[src/design/adcf_pkg.sv]
/*
  adcf_pkg: constants shared by the conversion status-flag block.
  assumes a 32-bit Avalon-MM slave with byte addresses and one aligned word per register.
*/
package adcf_pkg;

  localparam int NUM_CH = 8;
  localparam int DATA_W = 10;
  localparam int CH_W   = 3;

  // register byte offsets
  localparam logic [7:0] ADDR_CTRL     = 8'h00;
  localparam logic [7:0] ADDR_MODE     = 8'h04;
  localparam logic [7:0] ADDR_CH_EN    = 8'h10;
  localparam logic [7:0] ADDR_CH_DIS   = 8'h14;
  localparam logic [7:0] ADDR_CH_STAT  = 8'h18;
  localparam logic [7:0] ADDR_STATUS   = 8'h1C;
  localparam logic [7:0] ADDR_LAST     = 8'h20;
  localparam logic [7:0] ADDR_CDR_BASE = 8'h30;
  localparam logic [7:0] ADDR_CDR_TOP  = 8'h4C;

  // field positions
  localparam int CTRL_START_BIT = 0;
  localparam int MODE_SLEEP_BIT = 0;
  localparam int SR_EOC_LSB     = 0;
  localparam int SR_CHANNEL_OVERRUN_FLAG_LSB    = 8;
  localparam int SR_DATA_READY_FLAG_BIT    = 16;
  localparam int SR_GLOBAL_OVERRUN_FLAG_BIT   = 17;
  localparam int SR_SLEEP_BIT   = 18;
  localparam int LAST_CH_LSB    = 12;

  // reset values
  localparam logic [7:0]        RST_CH_EN = 8'h00;
  localparam logic              RST_SLEEP = 1'h0;
  localparam logic [DATA_W-1:0] RST_DATA  = 10'h000;

  typedef enum logic {
    BUS_IDLE = 1'b0,
    BUS_DONE = 1'b1
  } adcf_bus_state_type;

endpackage : adcf_pkg

[src/design/adcf_status.sv]
/*
  adcf_status: result storage and status flags of a converter controller, with an Avalon-MM slave.
  assumes the conversion core runs on i_clock and gives a one-cycle end-of-conversion strobe.
*/
`timescale 1ns/1ps
module adcf_status (
  input  wire logic                        i_clock,
  input  wire logic                        i_rstn,
  input  wire logic [7:0]                  i_address,
  input  wire logic                        i_read,
  input  wire logic                        i_write,
  input  wire logic [31:0]                 i_writedata,
  input  wire logic [3:0]                  i_byteenable,
  output logic      [31:0]                 o_readdata,
  output logic                             o_waitrequest,
  input  wire logic                        i_eoc_pulse,
  input  wire logic [adcf_pkg::CH_W-1:0]   i_eoc_channel,
  input  wire logic [adcf_pkg::DATA_W-1:0] i_eoc_data,
  output logic                             o_start,
  output logic                             o_sleep
);

  adcf_pkg::adcf_bus_state_type     state_q;
  logic                             waitrequest_q;
  logic [31:0]                      readdata_q;
  logic                             start_q;
  logic                             sleep_q;
  logic                             mode_sleep_q;
  logic [adcf_pkg::NUM_CH-1:0]      ch_en_q;
  logic [adcf_pkg::DATA_W-1:0]      cdr_q [adcf_pkg::NUM_CH];
  logic [adcf_pkg::DATA_W-1:0]      last_data_q;
  logic [adcf_pkg::CH_W-1:0]        last_ch_q;
  logic [adcf_pkg::NUM_CH-1:0]      eoc_q;
  logic [adcf_pkg::NUM_CH-1:0]      channel_overrun_flag_q;
  logic                             data_ready_flag_q;
  logic                             global_overrun_flag_q;

  logic                             accept;
  logic                             rd_acc;
  logic                             wr_done;
  logic                             wr_lane0;
  logic                             rd_sr;
  logic                             rd_lcdr;
  logic                             in_cdr;
  logic [7:0]                       cdr_off;
  logic [adcf_pkg::CH_W-1:0]        cdr_idx;
  logic [adcf_pkg::NUM_CH-1:0]      rd_cdr;
  logic [adcf_pkg::NUM_CH-1:0]      dis_now;
  logic [adcf_pkg::NUM_CH-1:0]      ch_live;
  logic                             store;
  logic [adcf_pkg::NUM_CH-1:0]      eoc_set;
  logic [adcf_pkg::NUM_CH-1:0]      eoc_clr;
  logic [adcf_pkg::NUM_CH-1:0]      channel_overrun_flag_set;
  logic [adcf_pkg::NUM_CH-1:0]      eoc_keep;
  logic [31:0]                      rd_word;

  // request decode
  assign accept   = (i_read | i_write) & (state_q == adcf_pkg::BUS_IDLE);
  assign rd_acc   = i_read & accept;
  assign wr_done  = i_write & (state_q == adcf_pkg::BUS_DONE);
  assign wr_lane0 = wr_done & i_byteenable[0];
  assign rd_sr    = rd_acc & (i_address == adcf_pkg::ADDR_STATUS);
  assign rd_lcdr  = rd_acc & (i_address == adcf_pkg::ADDR_LAST);
  assign in_cdr   = (i_address >= adcf_pkg::ADDR_CDR_BASE) && (i_address <= adcf_pkg::ADDR_CDR_TOP)
                    && (i_address[1:0] == 2'h0);
  assign cdr_off  = i_address - adcf_pkg::ADDR_CDR_BASE;
  assign cdr_idx  = cdr_off[adcf_pkg::CH_W+1:2];

  // disable takes hold in the same cycle, so a late end on it is dropped
  assign dis_now = (wr_lane0 && i_address == adcf_pkg::ADDR_CH_DIS) ? i_writedata[7:0] : 8'h00;
  assign ch_live = ch_en_q & ~dis_now;
  assign store   = i_eoc_pulse & ch_live[i_eoc_channel];

  // bus handshake: one wait cycle, then waitrequest low for one cycle
  always_ff @(posedge i_clock) begin
    if (!i_rstn) begin
      state_q       <= adcf_pkg::BUS_IDLE;
      waitrequest_q <= 1'b1;
    end else begin
      unique case (state_q)
        adcf_pkg::BUS_IDLE: begin
          if (i_read | i_write) begin
            state_q       <= adcf_pkg::BUS_DONE;
            waitrequest_q <= 1'b0;
          end
        end
        adcf_pkg::BUS_DONE: begin
          state_q       <= adcf_pkg::BUS_IDLE;
          waitrequest_q <= 1'b1;
        end
      endcase
    end
  end

  // read word; unmapped offsets read zero
  always_comb begin
    rd_word = 32'h0000_0000;
    if (in_cdr) begin
      rd_word[adcf_pkg::DATA_W-1:0] = cdr_q[cdr_idx];
    end else begin
      unique case (i_address)
        adcf_pkg::ADDR_MODE: begin
          rd_word[adcf_pkg::MODE_SLEEP_BIT] = mode_sleep_q;
        end
        adcf_pkg::ADDR_CH_STAT: begin
          rd_word[7:0] = ch_en_q;
        end
        adcf_pkg::ADDR_STATUS: begin
          rd_word[adcf_pkg::SR_EOC_LSB +: adcf_pkg::NUM_CH]  = eoc_q;
          rd_word[adcf_pkg::SR_CHANNEL_OVERRUN_FLAG_LSB +: adcf_pkg::NUM_CH] = channel_overrun_flag_q;
          rd_word[adcf_pkg::SR_DATA_READY_FLAG_BIT]  = data_ready_flag_q;
          rd_word[adcf_pkg::SR_GLOBAL_OVERRUN_FLAG_BIT] = global_overrun_flag_q;
          rd_word[adcf_pkg::SR_SLEEP_BIT] = sleep_q;
        end
        adcf_pkg::ADDR_LAST: begin
          rd_word[adcf_pkg::DATA_W-1:0] = last_data_q;
          rd_word[adcf_pkg::LAST_CH_LSB +: adcf_pkg::CH_W] = last_ch_q;
        end
        default: begin
          rd_word = 32'h0000_0000;
        end
      endcase
    end
  end

  // data captured at the same edge the read side effects happen
  always_ff @(posedge i_clock) begin
    if (!i_rstn) begin
      readdata_q <= 32'h0000_0000;
    end else if (rd_acc) begin
      readdata_q <= rd_word;
    end
  end

  // channel enable set and clear writes
  always_ff @(posedge i_clock) begin
    if (!i_rstn) begin
      ch_en_q <= adcf_pkg::RST_CH_EN;
    end else if (wr_lane0 && i_address == adcf_pkg::ADDR_CH_EN) begin
      ch_en_q <= ch_en_q | i_writedata[7:0];
    end else begin
      ch_en_q <= ch_en_q & ~dis_now;
    end
  end

  // start command pulse to the core
  always_ff @(posedge i_clock) begin
    if (!i_rstn) begin
      start_q <= 1'b0;
    end else begin
      start_q <= wr_lane0 && (i_address == adcf_pkg::ADDR_CTRL) && i_writedata[adcf_pkg::CTRL_START_BIT];
    end
  end

  // mode register
  always_ff @(posedge i_clock) begin
    if (!i_rstn) begin
      mode_sleep_q <= adcf_pkg::RST_SLEEP;
    end else if (wr_lane0 && i_address == adcf_pkg::ADDR_MODE) begin
      mode_sleep_q <= i_writedata[adcf_pkg::MODE_SLEEP_BIT];
    end
  end

  // start wakes the core; sleep rises again at the next end-of-conversion strobe
  always_ff @(posedge i_clock) begin
    if (!i_rstn) begin
      sleep_q <= 1'b0;
    end else if (!mode_sleep_q || start_q) begin
      sleep_q <= 1'b0;
    end else if (i_eoc_pulse) begin
      sleep_q <= 1'b1;
    end
  end

  // last result register
  always_ff @(posedge i_clock) begin
    if (!i_rstn) begin
      last_data_q <= adcf_pkg::RST_DATA;
      last_ch_q   <= 3'h0;
    end else if (store) begin
      last_data_q <= i_eoc_data;
      last_ch_q   <= i_eoc_channel;
    end
  end

  // per-channel results and flags
  genvar g;
  generate
    for (g = 0; g < adcf_pkg::NUM_CH; g++) begin : g_ch
      localparam int unsigned CH_NUM = g;
      assign rd_cdr[g]   = rd_acc & in_cdr & (cdr_idx == CH_NUM[adcf_pkg::CH_W-1:0]);
      assign eoc_set[g]  = store & (i_eoc_channel == CH_NUM[adcf_pkg::CH_W-1:0]);
      assign eoc_clr[g]  = rd_cdr[g] | (rd_lcdr & (last_ch_q == CH_NUM[adcf_pkg::CH_W-1:0]));
      assign channel_overrun_flag_set[g] = eoc_set[g] & eoc_q[g];
      assign eoc_keep[g] = eoc_q[g] & ~eoc_clr[g];

      always_ff @(posedge i_clock) begin
        if (!i_rstn) begin
          cdr_q[g] <= adcf_pkg::RST_DATA;
        end else if (eoc_set[g]) begin
          cdr_q[g] <= i_eoc_data;
        end
      end

      adcf_flag u_eoc (
        .i_clock (i_clock),
        .i_rstn  (i_rstn),
        .i_set   (eoc_set[g]),
        .i_clear (eoc_clr[g]),
        .o_flag  (eoc_q[g])
      );

      adcf_flag u_channel_overrun_flag (
        .i_clock (i_clock),
        .i_rstn  (i_rstn),
        .i_set   (channel_overrun_flag_set[g]),
        .i_clear (rd_sr),
        .o_flag  (channel_overrun_flag_q[g])
      );
    end
  endgenerate

  adcf_flag u_data_ready_flag (
    .i_clock (i_clock),
    .i_rstn  (i_rstn),
    .i_set   (store),
    .i_clear (rd_lcdr),
    .o_flag  (data_ready_flag_q)
  );

  adcf_flag u_global_overrun_flag (
    .i_clock (i_clock),
    .i_rstn  (i_rstn),
    .i_set   (store & data_ready_flag_q),
    .i_clear (rd_sr),
    .o_flag  (global_overrun_flag_q)
  );

  assign o_readdata    = readdata_q;
  assign o_waitrequest = waitrequest_q;
  assign o_start       = start_q;
  assign o_sleep       = sleep_q;
endmodule : adcf_status

[src/design/adcf_flag.sv]
/*
  adcf_flag: one sticky status flag, set by hardware, cleared by an access.
  assumes set and clear are single-cycle strobes on the same clock.
*/
`timescale 1ns/1ps
module adcf_flag (
  input  wire logic i_clock,
  input  wire logic i_rstn,
  input  wire logic i_set,
  input  wire logic i_clear,
  output logic      o_flag
);

  logic flag_q;

  // a fresh event beats a coincident clear, so nothing is lost
  always_ff @(posedge i_clock) begin
    if (!i_rstn) begin
      flag_q <= 1'b0;
    end else if (i_set) begin
      flag_q <= 1'b1;
    end else if (i_clear) begin
      flag_q <= 1'b0;
    end
  end

  assign o_flag = flag_q;

endmodule : adcf_flag

[config.mk]
export PLATFORM = sky130hd
export DESIGN_NAME = adcf_status
export DESIGN_NICKNAME = d
export VERILOG_FILES = /design/src/design/adcf_pkg.sv /design/src/design/adcf_status.sv /design/src/design/adcf_flag.sv
export SDC_FILE = /design/constraint.sdc
export NUM_CORES = 1
export LEC_CHECK = 0
export ABC_AREA = 1
export BUFFER_PORTS_ARGS = -buffer_cell sky130_fd_sc_hd__buf_4
export CAP_MARGIN = 40
export CORE_UTILIZATION = 50
export DETAILED_ROUTE_END_ITERATION = 8
export GPL_TIMING_DRIVEN = 0
export HOLD_SLACK_MARGIN = 0.02
export PLACE_DENSITY = 0.74
export SYNTH_ARGS = -nofsm -noshare
export SYNTH_HDL_FRONTEND = slang
export SYNTH_HIERARCHICAL = 1
export SYNTH_SLANG_ARGS = --single-unit
[constraint.sdc]
create_clock -name i_clock -period 2.2 [get_ports i_clock]
set_input_delay 0.33 -clock i_clock [delete_from_list [all_inputs] [get_ports i_clock]]
set_output_delay 0.33 -clock i_clock [all_outputs]
set_load 0.005 [all_outputs]
Yosys cells after proc, flatten, opt, wreduce, memory -nomap -nowiden
Memories as Yosys holds them, arrays and structs flattened.
Cells that the tools add are included.
- register bits after elaboration: 76
- RAM bits: 80
- input port bits: 62
- output and inout bits: 35
- logic and storage cells: 233
- memories kept: 1
- memories (name ; depth ; width ; read ports ; clocked after memory_dff ; write ports ; line ; RTL):
    cdr_q ; 8 ; 10 ; 1 ; 0 ; 8 ; adcf_status.sv:30 ; logic [adcf_pkg::DATA_W-1:0] cdr_q [adcf_pkg::NUM_CH];
- $add $sub $neg: 1
- $lt $le $gt $ge: 3
- equal/unequal tests: 28
- muxes and demuxes: 77
- bitwise operators: 63
- reduce and logical (&&, ||, !) cells: 33
- operator list (kind ; number):
    $mux 10 ; 9
    $mux 1 ; 56
    $and 1x1->1 ; 41
    $eq 3x3->1 const B ; 12
    $reduce_bool 2->1 ; 18
    $eq 8x5->1 const B ; 4
    $pmux 7 s3 ; 1
    $eq 3x2->1 const B ; 6
    $or 1x1->1 ; 17
    $mux 8 ; 2
    $eq 3x1->1 const B ; 3
    $logic_not 3->1 ; 3
    $mux 9 ; 1
    $and 8x8->8 ; 1
    $eq 8x3->1 const B ; 1
    $eq 8x6->1 const B ; 1
    $ge 8x6->1 const B ; 1
    $le 8x7->1 const B ; 1
    $logic_not 8->1 ; 1
    $not 8->8 ; 1
    $or 8x8->8 ; 1
    $logic_and 1x1->1 ; 7
    $pmux 3 s2 ; 1
    $sub 5x5->5 const B ; 1
    13 further kinds ; 15

Logic depth before layout (Yosys ltp)
Gate-level depths: netlist (run 1).
- depth after elaboration: 14
- depth in mapped cells: 16
- gate-level depth less buffers: 15

Hierarchy
The synthesis (run 1) kept the hierarchy.
- modules (own cells, without submodules) (module ; times used ; cells an instance ; area an instance (um2) ; seq. area each (um2)):
    adcf_status ; 1 ; 678 ; 6012.0 ; 3303.2
    adcf_flag ; 18 ; 6 ; 43.8 ; 20.0

Worst setup path after synthesis (run 1)
Ideal clock, no wire load.
- path type: input to register
- start: input port i_address[4]
- end: memory cdr_q[6][0] (netlist name) (enable)
- library setup time: 0.340 ns
- arrival: 1.850 ns
- data required time: 1.860 ns
- path slack: 0.011 ns
- stages: 13
- buffers on the path: 2
- cells stage by stage: buf_4 > inv_4 > nor2_1 > nand2_2 > nor2_4 > nand3_1 > nand2_1 > nand2_1 > nand2_1 > o21ai_4 > nand4_2 > buf_4 > nand2_1
- RTL lines (item ; line ; RTL):
    from (decl) ; adcf_status.sv:9 ; input wire logic [7:0] i_address,
    to (decl) ; adcf_status.sv:30 ;

==> results of run 1 <==
-- cell usage in the layout, fill, tap and decap left out, types with 22 or more instances in the layout --
master | netlist | layout
inv_1 | 116 | 116
nand2_1 | 157 | 149
nor2_1 | 95 | 92
nor3_1 | 35 | 35
a22oi_1 | 22 | 22
buf_4 | 19 | 75
edfxtp_1 | 80 | 80
dfxtp_1 | 63 | 63
nand3_1 | 34 | 33
a21oi_1 | 23 | 23
-- critical path, cell delays in order --
cell and delay [ns]:
buf_4 0.23, buf_1 0.62, clkbuf_1 0.69, nand2_2 0.39
-- state kept, by name (all words and copies together), names as in the netlist, 3 cells and up --
register and count:
o_readdata 19, g_ch.u_channel_overrun_flag/o_flag 8, last_data_q 10, g_ch.u_eoc/o_flag 8
cdr_q 80, ch_en_q 8, last_ch_q 3
-- layer usage --
metal	wire length, µm	vias up	track usage [%]
met3	1587	34	7.481
met4	416	0	9.573
met1	7861	2697	36.18
li1	-	2744	-
met2	8711	268	44.19
met5	0	-	0
-- where the power goes --
part / switching (W) / leakage (nW) / internal, W / total [W]
clock: 0.00113 / 0.304 / 0.00171 / 0.00284
sequential: 0.0000505 / 1.28 / 0.00296 / 0.00301
combinational: 0.000398 / 1.69 / 0.000189 / 0.000587
total: 0.00158 / 3.28 / 0.00486 / 0.00644
-- what timing repair did --
action,in CTS,in global routing
setup buffers,0,2
gates resized for setup,5,14
cloned,0,1
setup endpoints to repair,86,149
pin swaps,0,1
-- layout make-up --
type	count	area share [%]
Buffer	44	2.992
Inverter	132	6.106
Sequential cell	143	44.92
Tap cell	176	2.700
Clock inverter	11	0.8592
Clock buffer	21	6.444
Timing Repair Buffer	56	5.155
Multi-Input combinational cell	480	30.82
-- cells by family after synthesis --
group / after synthesis
AND/OR/NAND/NOR: 354
other: 1
AO/OA/AOI/OAI: 112
buffers and inverters: 176
flip-flops: 143
-- worst min-delay path by stage --
stage | from | end | slack (ns)
final | i_eoc_data[4] | last_data_q[4] | 0.15
after global routing | i_eoc_data[0] | last_data_q[0] | 0.15
after CTS | i_eoc_data[5] | last_data_q[5] | 0.14
after detailed placement | o_start | o_sleep | 0.42
after global placement | o_start | o_sleep | 0.41
after floorplan | o_start | o_sleep | 0.42
-- metrics by stage --
stage	utilization, %	cells	area, µm²
finish	61.58	1063	8155
detailed placement	56.42	1028	7471
global placement	56.42	1028	7471
global route	61.58	1063	8155
CTS	61.01	1060	8079
floorplan	-	798	6845
==> summary.md, run 1 <==
| Metric | Value |
|---|---|
| Status | `finished, final reports clean` |
| Post-Synthesis Cells | `786` |
| Commonest cells post-synth | `nand2_1, inv_1, nor2_1, edfxtp_1, dfxtp_1` |
| Total negative slack | `0 ns` |
| Initial Util | `51.35%` |
| CP endpoint kind | `flip-flop` |
| Top_reg_cell synth | `edfxtp_1` |
| Final Max Slew Viols | `0` |
| Avg WL per Cell | `17.48 µm` |
| Filler instances | `1151` |
| Die Y-Extent | `118.6 µm` |
| Die footprint | `14070 µm²` |
| Via count | `5743` |
| Ant. Diodes | `0` |
| Main combinational cell family by area after synthesis | `simple AND/OR/NAND/NOR gates` |
| IO buf count | `54` |
| Compound-cell area share of the yosys netlist | `11.76%` |
| CP Class | `input port to flip-flop` |
| Final Skew | `0.006692 ns` |
| RSZ-0062 raised after global routing | `yes` |
| Max VDD drop | `0.5361 mV` |
| Final ANT Viol Nets | `0` |
| Number of global-route vias before repair | `5410` |
| Finish-stage setup viols | `0` |
| Beginning of the critical path | `i_rstn` |
| Synth Register Bits | `143` |
| Initial DRT Pass Iterations | `7` |
| IO Pins | `97` |
| HP Class | `input port to flip-flop` |
| DR iter-0 viols | `659` |
| CTS tree | `yes` |
| FF+latch area | `3664 µm²` |
| Sequential share of the synthesized area | `53.87%` |
| Top cells by area, synth | `edfxtp_1, dfxtp_1, nand2_1, inv_1, nor2_1` |
| Max Fclk | `0.4568 GHz` |
| Design Power | `0.006438 W` |
| Multiplexer share of the synthesized area | `0%` |
| Max-Cap Viols | `0` |
| Worst flop-to-flop path startpoint | `state_q` |
| Syn. warnings | `6` |
| Clock Latency Late Sink | `0.42 ns` |
| Worst Setup EP | `cdr_q[2][4]` |
| Avg Synthesized Cell Area | `8.652 µm²` |
| Period utilisation layout | `99.51%` |
| Num Clock Sinks | `143` |
| Hold_ws | `0.1528 ns` |
| Cts hold-fix bufs | `0` |
| # rows | `42` |
| Mapped Area | `6800 µm²` |
| DP HPWL | `13340 µm` |
| Reg2Reg Depth | `13` |
| Slew margin rel. | `45.45%` |
| Core ar. | `13240 µm²` |
| Largest net degree at the start of global routing | `23` |
| Final setup margin | `0.01071 ns` |
| CP required | `2.28 ns` |
| Internal reg-to-reg setup slack | `0.04 ns` |
| Hold Path Depth | `3` |
| FF-to-FF End | `cdr_q[2][9]` |
| Worst-margin pin slew | `0.8182 ns` |
| Startpoint Class | `input port` |
| Nets | `936` |
| DRC viols | `0` |
| EDFF count, synth | `80` |
| Worst Path Arrival | `2.27 ns` |
| Initial antenna violation count | `0` |
| GRT Overall Usage | `27.67%` |
| Adder-Cell Fraction of Synth Area | `0%` |
| Layout area overhead | `19.93%` |
| Worst slack, placed | `-0.5885 ns` |
| Pwr Density | `789.4 nW/µm²` |
| CP Max Fanout | `22` |
| Bufs on Longest Clock Path | `2` |
| GPL Wtd Cong | `0.9588` |
| Post-Synth Simple-Gate Area | `23.40%` |
| Clock slew at reported path FFs | `0.06 ns` |
| Unique masters post-synth | `37` |
| Crit path time final | `2.189 ns` |
| Die X | `118.6 µm` |
| Yosys top cell by area | `edfxtp_1` |
| DR vias/cell | `5.403` |
| Final wirelength | `18580 µm` |
| CTS root buffer | `clkbuf_16` |
| H-tree depth | `4` |
| Xor/xnor cell area share of the yosys netlist | `0%` |
| Leak pwr | `3.278 nW` |
| Share of the synthesized area in the top cell type | `35.33%` |
| CTS Buf Count | `17` |
| Async SR Flop Fraction | `0%` |
| Remaining global-route overflow | `0` |
| Most common cell in the synthesized netlist | `nand2_1` |
| Multi-input gate area | `2514 µm²` |
| Share of cells above drive strength 1 | `20.52%` |
| Endpoints failing hold | `0` |
| First-pass GRT wire length | `28760 µm` |
Power figures use the tool's default switching activity.
==> run 2, diff against run 1 <==
Settings changed: CORE_MARGIN set to 10, PLACE_DENSITY 0.74 to 0.82.
==> summary.md, run 2 (synthesized netlist as in run 1, its figures left out) <==
| Metric | Value |
|---|---|
| Sw frac | `24.40% (was 24.58%)` |
| Logic pwr share | `9.1% (about the same)` |
| # rows | `42 (unchanged)` |
| Max-Cap Viols | `0 (unchanged)` |
| CTS tree | `yes (unchanged)` |
| DR vias/cell | `5.673 (was 5.403)` |
| Crit path time final | `2.136 ns (was 2.189 ns)` |
| Max reg flops | `80 (unchanged)` |
| Most frequent cells in the layout | `nand2_1, inv_1, nor2_1 (unchanged)` |
| M1 WL | `7499 µm (was 7861 µm)` |
| Die X | `136.6 µm (was 118.6 µm)` |
| Final Max Slew Viols | `0 (unchanged)` |
| Initial DRT Pass Iterations | `6 (was 7)` |
| CP Max Fanout | `10 (was 22)` |
| DR iter-0 viols | `931 (was 659)` |
| Ant. Diodes | `0 (unchanged)` |
| Final Skew | `0.006674 ns (was 0.006692 ns)` |
| Avg WL per Cell | `18.34 µm (was 17.48 µm)` |
| Number of global-route vias before repair | `5613 (was 5410)` |
| IO buf count | `54 (unchanged)` |
| CTS root buffer | `clkbuf_16 (unchanged)` |
| Worst Path Arrival | `2.30 ns (was 2.27 ns)` |
| Max VDD drop | `0.5415 mV (was 0.5361 mV)` |
| P_int | `0.004993 W (was 0.004856 W)` |
| Sw Pwr | `0.001612 W (was 0.001582 W)` |
| Total negative slack | `0 ns (unchanged)` |
| Layout area overhead | `21.21% (was 19.93%)` |
| Die footprint | `18670 µm² (was 14070 µm²)` |
| Commonest non-fill, non-tap cell in the layout | `nand2_1 (unchanged)` |
| Leak pwr | `3.326 nW (was 3.278 nW)` |
| Endpoints failing hold | `0 (unchanged)` |
| Startpoint Class | `flip-flop (was input port)` |
| Max Fclk | `0.4681 GHz (was 0.4568 GHz)` |
| Worst-margin pin slew | `0.8369 ns (was 0.8182 ns)` |
| Status | `finished, final reports clean (unchanged)` |
| Flop pwr share | `45.5% (was 46.7%)` |
| DR WL met2 | `9028 µm (was 8711 µm)` |
| Slew margin rel. | `44.21% (was 45.45%)` |
| Worst path slowest cell | `dfxtp_2 (was clkbuf_1)` |
| DP HPWL | `13740 µm (was 13340 µm)` |
| Via count | `6047 (was 5743)` |
| DR WL met3 | `2394 µm (was 1587 µm)` |
| Largest net degree at the start of global routing | `23 (unchanged)` |
| CP most frequent cell | `nand2_1` |
| Clock Power Share | `45.4% (was 44.2%)` |
| Pwr Density | `801.3 nW/µm² (was 789.4 nW/µm²)` |
| Core ar. | `13300 µm² (was 13240 µm²)` |
| H-tree depth | `4 (unchanged)` |
| First-pass GRT wire length | `29800 µm (was 28760 µm)` |
| Initial Util | `51.15% (was 51.35%)` |
| Num Clock Sinks | `143 (unchanged)` |
| Nets | `939 (was 936)` |
| Final ANT Viol Nets | `0 (unchanged)` |
| Clock slew at reported path FFs | `0.06 ns (about the same)` |
| Initial antenna violation count | `0 (unchanged)` |
| Highest metal used | `met4 (unchanged)` |
| HP Class | `input port to flip-flop (unchanged)` |
| Slowest stage delay, CP | `0.37 ns (was 0.69 ns)` |
| Die Y-Extent | `136.6 µm (was 118.6 µm)` |
| GRT Overall Usage | `20.61% (was 27.67%)` |
| Finish-stage setup viols | `0 (unchanged)` |
| Remaining global-route overflow | `0 (unchanged)` |
| Final wirelength | `19560 µm (was 18580 µm)` |
| Critical Path, Cell by Cell | `nand3_2, nor2_4, nand3_1, nand2_1, nand2_1, nand2_1, nor2_1, nor2_1, nor2_2, nand2_1, inv_2, nand2_4, nor2_1 (was buf_4, buf_1, clkbuf_1, nand2_2)` |
| DRC viols | `0 (unchanged)` |
| GPL Wtd Cong | `0.9563 (was 0.9588)` |
| Share of cells above drive strength 1 | `21.24% (was 20.52%)` |
| Bufs on Longest Clock Path | `2 (unchanged)` |
| Inst Count DP | `1028 (unchanged)` |
| CTS Buf Count | `17 (unchanged)` |
| IO Pins | `97 (unchanged)` |
| Clock Latency Late Sink | `0.42 ns (about the same)` |
| Fin cells | `1066 (was 1063)` |
| Reg with most FFs | `cdr_q (unchanged)` |
| CP Class | `flip-flop to flip-flop (was input port to flip-flop)` |
| Period utilisation layout | `97.10% (was 99.51%)` |
| CP endpoint kind | `flip-flop (unchanged)` |
| CP required | `2.36 ns (was 2.28 ns)` |
## run 2: worst paths after layout
path / start / to / slack [ns] / depth (start not counted)
max: state_q / cdr_q[2][3] / 0.06 / 13
max reg2reg: state_q / cdr_q[2][3] / 0.06 / 13
min: i_eoc_data[9] / last_data_q[9] / 0.17 / 3
min reg2reg: o_start / o_sleep / 0.43 / 1
## run 2: repair_timing
action	in CTS	in global routing
gates cloned	0	1
pin swaps	1	2
gates resized for setup	9	23
setup buffers	0	5
hold buffers	0	0
endpoints found under the setup margin	102	142
## run 2: power by group through the flow
stage,registers [W],clock network [W],logic [W]
6_report,0.00301,0.00300,0.000602
5_1_grt,0.00302,0.00309,0.000655
4_1_cts,0.00301,0.00298,0.000575
3_5_place_dp,0.00306,0,0.000560
3_3_place_gp,0.00306,0,0.000553
2_1_floorplan,0.00305,0,0.000348
## run 2: routing by layer
metal / global-route usage, % / vias to the layer above
li1: - / 2766
met1: 26.80 / 2816
met2: 31.84 / 411
met3: 5.682 / 54
met4: 8.166 / 0
met5: 0 / -
## run 2: per-stage QoR
| stage | hold slack, ns | worst slack [ns] | power (W) | instance area (µm²) | util, % |
|---|---|---|---|---|---|
| 2_1_floorplan | 0.4212 | 0.01056 | 0.003397 | 6845 | - |
| 3_3_place_gp | 0.4051 | -0.5018 | 0.003609 | 7471 | 56.19 |
| 3_5_place_dp | 0.4155 | -0.5532 | 0.003622 | 7471 | 56.19 |
| 4_1_cts | 0.1548 | -0.06432 | 0.006561 | 8123 | 61.10 |
| 5_1_grt | 0.1598 | -0.004368 | 0.006764 | 8243 | 62.00 |
| 6_report | 0.1674 | 0.06377 | 0.006605 | 8243 | 62.00 |
## run 2: cell type report
| cell class | instances | area, µm² |
|---|---|---|
| Multi-Input combinational cell | 480 | 2546 |
| Fill cell | 1070 | 5052 |
| Buffer | 44 | 249.0 |
| Timing Repair Buffer | 59 | 442.9 |
| Inverter | 132 | 498.0 |
| Sequential cell | 143 | 3665 |
| Clock inverter | 9 | 87.58 |
| Tap cell | 176 | 220.2 |
| Clock buffer | 23 | 534.3 |
## run 2: worst max-delay path, delay by kind of cell, from the launching register on
| kind | cells | cell delay, ns |
|---|---|---|
| AND/OR/NAND/NOR | 12 | 1.43 |
| flip-flops | 1 | 0.37 |
| buffers and inverters | 1 | 0.08 |
==> run 3, diff against run 2 <==
Settings changed: CORE_UTILIZATION 50 to 30, PLACE_DENSITY 0.82 to 0.57.
==> summary.md, run 3 (synthesized netlist as in run 1, its figures left out) <==
| Metric | Value |
|---|---|
| Reg with most FFs | `cdr_q (unchanged)` |
| DRC viols | `0 (unchanged)` |
| Final instance area | `8401 µm² (was 8243 µm²)` |
| Met1 Use GR | `19.47% (was 26.80%)` |
| Status | `finished, final reports clean (unchanged)` |
| Clock slew at reported path FFs | `0.07 ns (was 0.06 ns)` |
| GRT met3 Usage | `4.332% (was 5.682%)` |
| Total negative slack | `0 ns (unchanged)` |
| Slowest stage delay, CP | `0.35 ns (was 0.37 ns)` |
| Final wirelength | `20730 µm (was 19560 µm)` |
| Reg2Reg Depth | `10 (was 13)` |
| Startpoint Class | `flip-flop (unchanged)` |
| CP most frequent cell | `nand2_1 (unchanged)` |
| CP Max Fanout | `10 (unchanged)` |
| Slew margin rel. | `44.69% (was 44.21%)` |
| Clock Latency Late Sink | `0.43 ns (was 0.42 ns)` |
| Final Skew | `0.01168 ns (was 0.006674 ns)` |
| Critical path buffer and inverter count | `1 (unchanged)` |
| Bufs on Longest Clock Path | `2 (unchanged)` |
| CTS tree | `yes (unchanged)` |
| Num Clock Sinks | `143 (unchanged)` |
| DR iter-0 viols | `529 (was 931)` |
| Die footprint | `29090 µm² (was 18670 µm²)` |
| Die X | `170.6 µm (was 136.6 µm)` |
| Top delay family on crit path | `simple AND/OR/NAND/NOR gates (unchanged)` |
| Layout area overhead | `23.53% (was 21.21%)` |
| Hold Path End | `last_data_q[4] (was last_data_q[9])` |
| CTS root buffer | `clkbuf_16 (unchanged)` |
| DR vias/cell | `4.854 (was 5.673)` |
| Worst path slowest cell | `dfxtp_2 (unchanged)` |
| Share of cells above drive strength 1 | `21.35% (was 21.24%)` |
| GRT Overall Usage | `14.48% (was 20.61%)` |
| IO buf count | `54 (unchanged)` |
| Worst-margin pin slew | `0.8297 ns (was 0.8369 ns)` |
| Largest net degree at the start of global routing | `23 (unchanged)` |
| # rows | `55 (was 42)` |
| Initial Util | `30.22% (was 51.15%)` |
| Pwr Density | `804.5 nW/µm² (was 801.3 nW/µm²)` |
| CTS Buf Count | `17 (unchanged)` |
| Max reg flops | `80 (unchanged)` |
| Via count | `5704 (was 6047)` |
| Worst flop-to-flop path startpoint | `state_q (unchanged)` |
| Number of global-route vias before repair | `5526 (was 5613)` |
| Inst Count DP | `1137 (was 1028)` |
| FF-to-FF End | `cdr_q[6][6] (was cdr_q[2][3])` |
| Commonest non-fill, non-tap cell in the layout | `nand2_1 (unchanged)` |
| Met2 GRT Util | `22.33% (was 31.84%)` |
| Worst Path Arrival | `2.22 ns (was 2.30 ns)` |
| Initial antenna violation count | `0 (unchanged)` |
| Remaining global-route overflow | `0 (unchanged)` |
| Crit path time final | `2.093 ns (was 2.136 ns)` |
| Multi-input gate area | `2541 µm² (was 2546 µm²)` |
| FF+latch area | `3665 µm² (unchanged)` |
| Final Max Slew Viols | `0 (unchanged)` |
| Die Y-Extent | `170.6 µm (was 136.6 µm)` |
| GPL Wtd Cong | `0.8977 (was 0.9563)` |
| Most frequent cells in the layout | `nand2_1, inv_1, nor2_1 (unchanged)` |
| First-pass GRT wire length | `32020 µm (was 29800 µm)` |
| Endpoints failing hold | `0 (unchanged)` |
| Filler instances | `2273 (was 1070)` |
| HP Class | `input port to flip-flop (unchanged)` |
| H-tree depth | `4 (unchanged)` |
| Period utilisation layout | `95.15% (was 97.10%)` |
| Core ar. | `22500 µm² (was 13300 µm²)` |
| Max VDD drop | `0.4850 mV (was 0.5415 mV)` |
| RSZ-0062 raised after global routing | `yes` |
| Leak pwr | `3.334 nW (was 3.326 nW)` |
| Placed Instance Area | `7607 µm² (was 7471 µm²)` |
| CP Class | `flip-flop to flip-flop (unchanged)` |
| Critical Path, Cell by Cell | `nand3_2, nor2_2, nand3_1, nand2_1, nand2_1, nand2_1, o21ai_4, nand4_2, buf_4, nand2_4 (was nand3_2, nor2_4, nand3_1, nand2_1, nand2_1, nand2_1, nor2_1, nor2_1, nor2_2, nand2_1, inv_2, nand2_4, nor2_1)` |
| DP HPWL | `15140 µm (was 13740 µm)` |
| Min-delay src | `i_eoc_data[4] (was i_eoc_data[9])` |
| Hold Path Depth | `3 (unchanged)` |
| Finish-stage setup viols | `0 (unchanged)` |
| Internal reg-to-reg setup slack | `0.11 ns (was 0.06 ns)` |
| Ant. Diodes | `0 (unchanged)` |
| Final ANT Viol Nets | `0 (unchanged)` |
| Fin cells | `1175 (was 1066)` |
| Initial DRT Pass Iterations | `5 (was 6)` |
| IO Pins | `97 (unchanged)` |
| Design Power | `0.006758 W (was 0.006605 W)` |
| Max-Cap Viols | `0 (unchanged)` |
| Nets | `939 (unchanged)` |
| Max Fclk | `0.4777 GHz (was 0.4681 GHz)` |
| CP required | `2.33 ns (was 2.36 ns)` |
| GRT busiest layer | `met2 (unchanged)` |
| CP endpoint kind | `flip-flop (unchanged)` |
| Avg WL per Cell | `17.64 µm (was 18.34 µm)` |
==> run 3: per-stage QoR <==
step / setup slack (ns) / hold slack, ns / utilization, %
after floorplan: 0.01056 / 0.4212 / -
after global placement: -0.6085 / 0.4099 / 33.81
after detailed placement: -0.6164 / 0.4286 / 33.81
after CTS: -0.02260 / 0.1314 / 36.91
after global routing: -0.01104 / 0.1472 / 37.33
final: 0.1066 / 0.1450 / 37.33
==> run 3: final cells by class <==
type	instances	share of cell area (%)
buffer	44	2.919
tap	285	4.245
multi-input combinational	480	30.25
timing repair buffer	59	5.273
sequential	143	43.63
clock buffer	21	6.122
clock inverter	11	1.638
inverter	132	5.928
==> run 3: worst max-delay path by stage <==
stage | start | to | slack (ns) | cells past startpoint
3_3_place_gp | i_address[3] | cdr_q[5][5] | -0.61 | 12
3_5_place_dp | i_address[2] | cdr_q[7][4] | -0.62 | 11
4_1_cts | state_q | cdr_q[1][4] | -0.02 | 13
2_1_floorplan | i_address[4] | cdr_q[6][0] | 0.01 | 13
6_report | state_q | cdr_q[6][6] | 0.11 | 10
5_1_grt | state_q | g_ch[5].u_eoc/o_flag | -0.01 | 10
==> run 3: worst register-to-register path, delay by kind of cell, from the launching register on <==
kind                   cells  cell delay [ns]
AO/OA/AOI/OAI              1             0.29
buffers and inverters      1             0.27
flip-flops                 1             0.35
AND/OR/NAND/NOR            8             0.88
==> run 3: timing repair <==
action | CTS | global route
setup buffers | 0 | 5
resized for setup | 14 | 16
cloned | 0 | 1
setup endpoints to repair | 101 | 167
hold buffers | 0 | 0
endpoints found under the hold margin | 0 | 0
pin swaps | 0 | 2
==> run 3: report_power, final <==
part           total (W)  internal, W  leakage (nW)  switching, W
registers        0.00301      0.00296          1.28     0.0000493
clock network    0.00315      0.00193         0.324       0.00121
logic           0.000606     0.000193          1.73      0.000414
==> run 3: per-layer routing <==
metal | wire, µm | vias up | part of all wire [%]
met1 | 9458 | 2753 | 46
met5 | 0 | - | 0
li1 | - | 2753 | -
met4 | 249 | 0 | 1.2
met2 | 9394 | 180 | 45
met3 | 1628 | 18 | 7.9
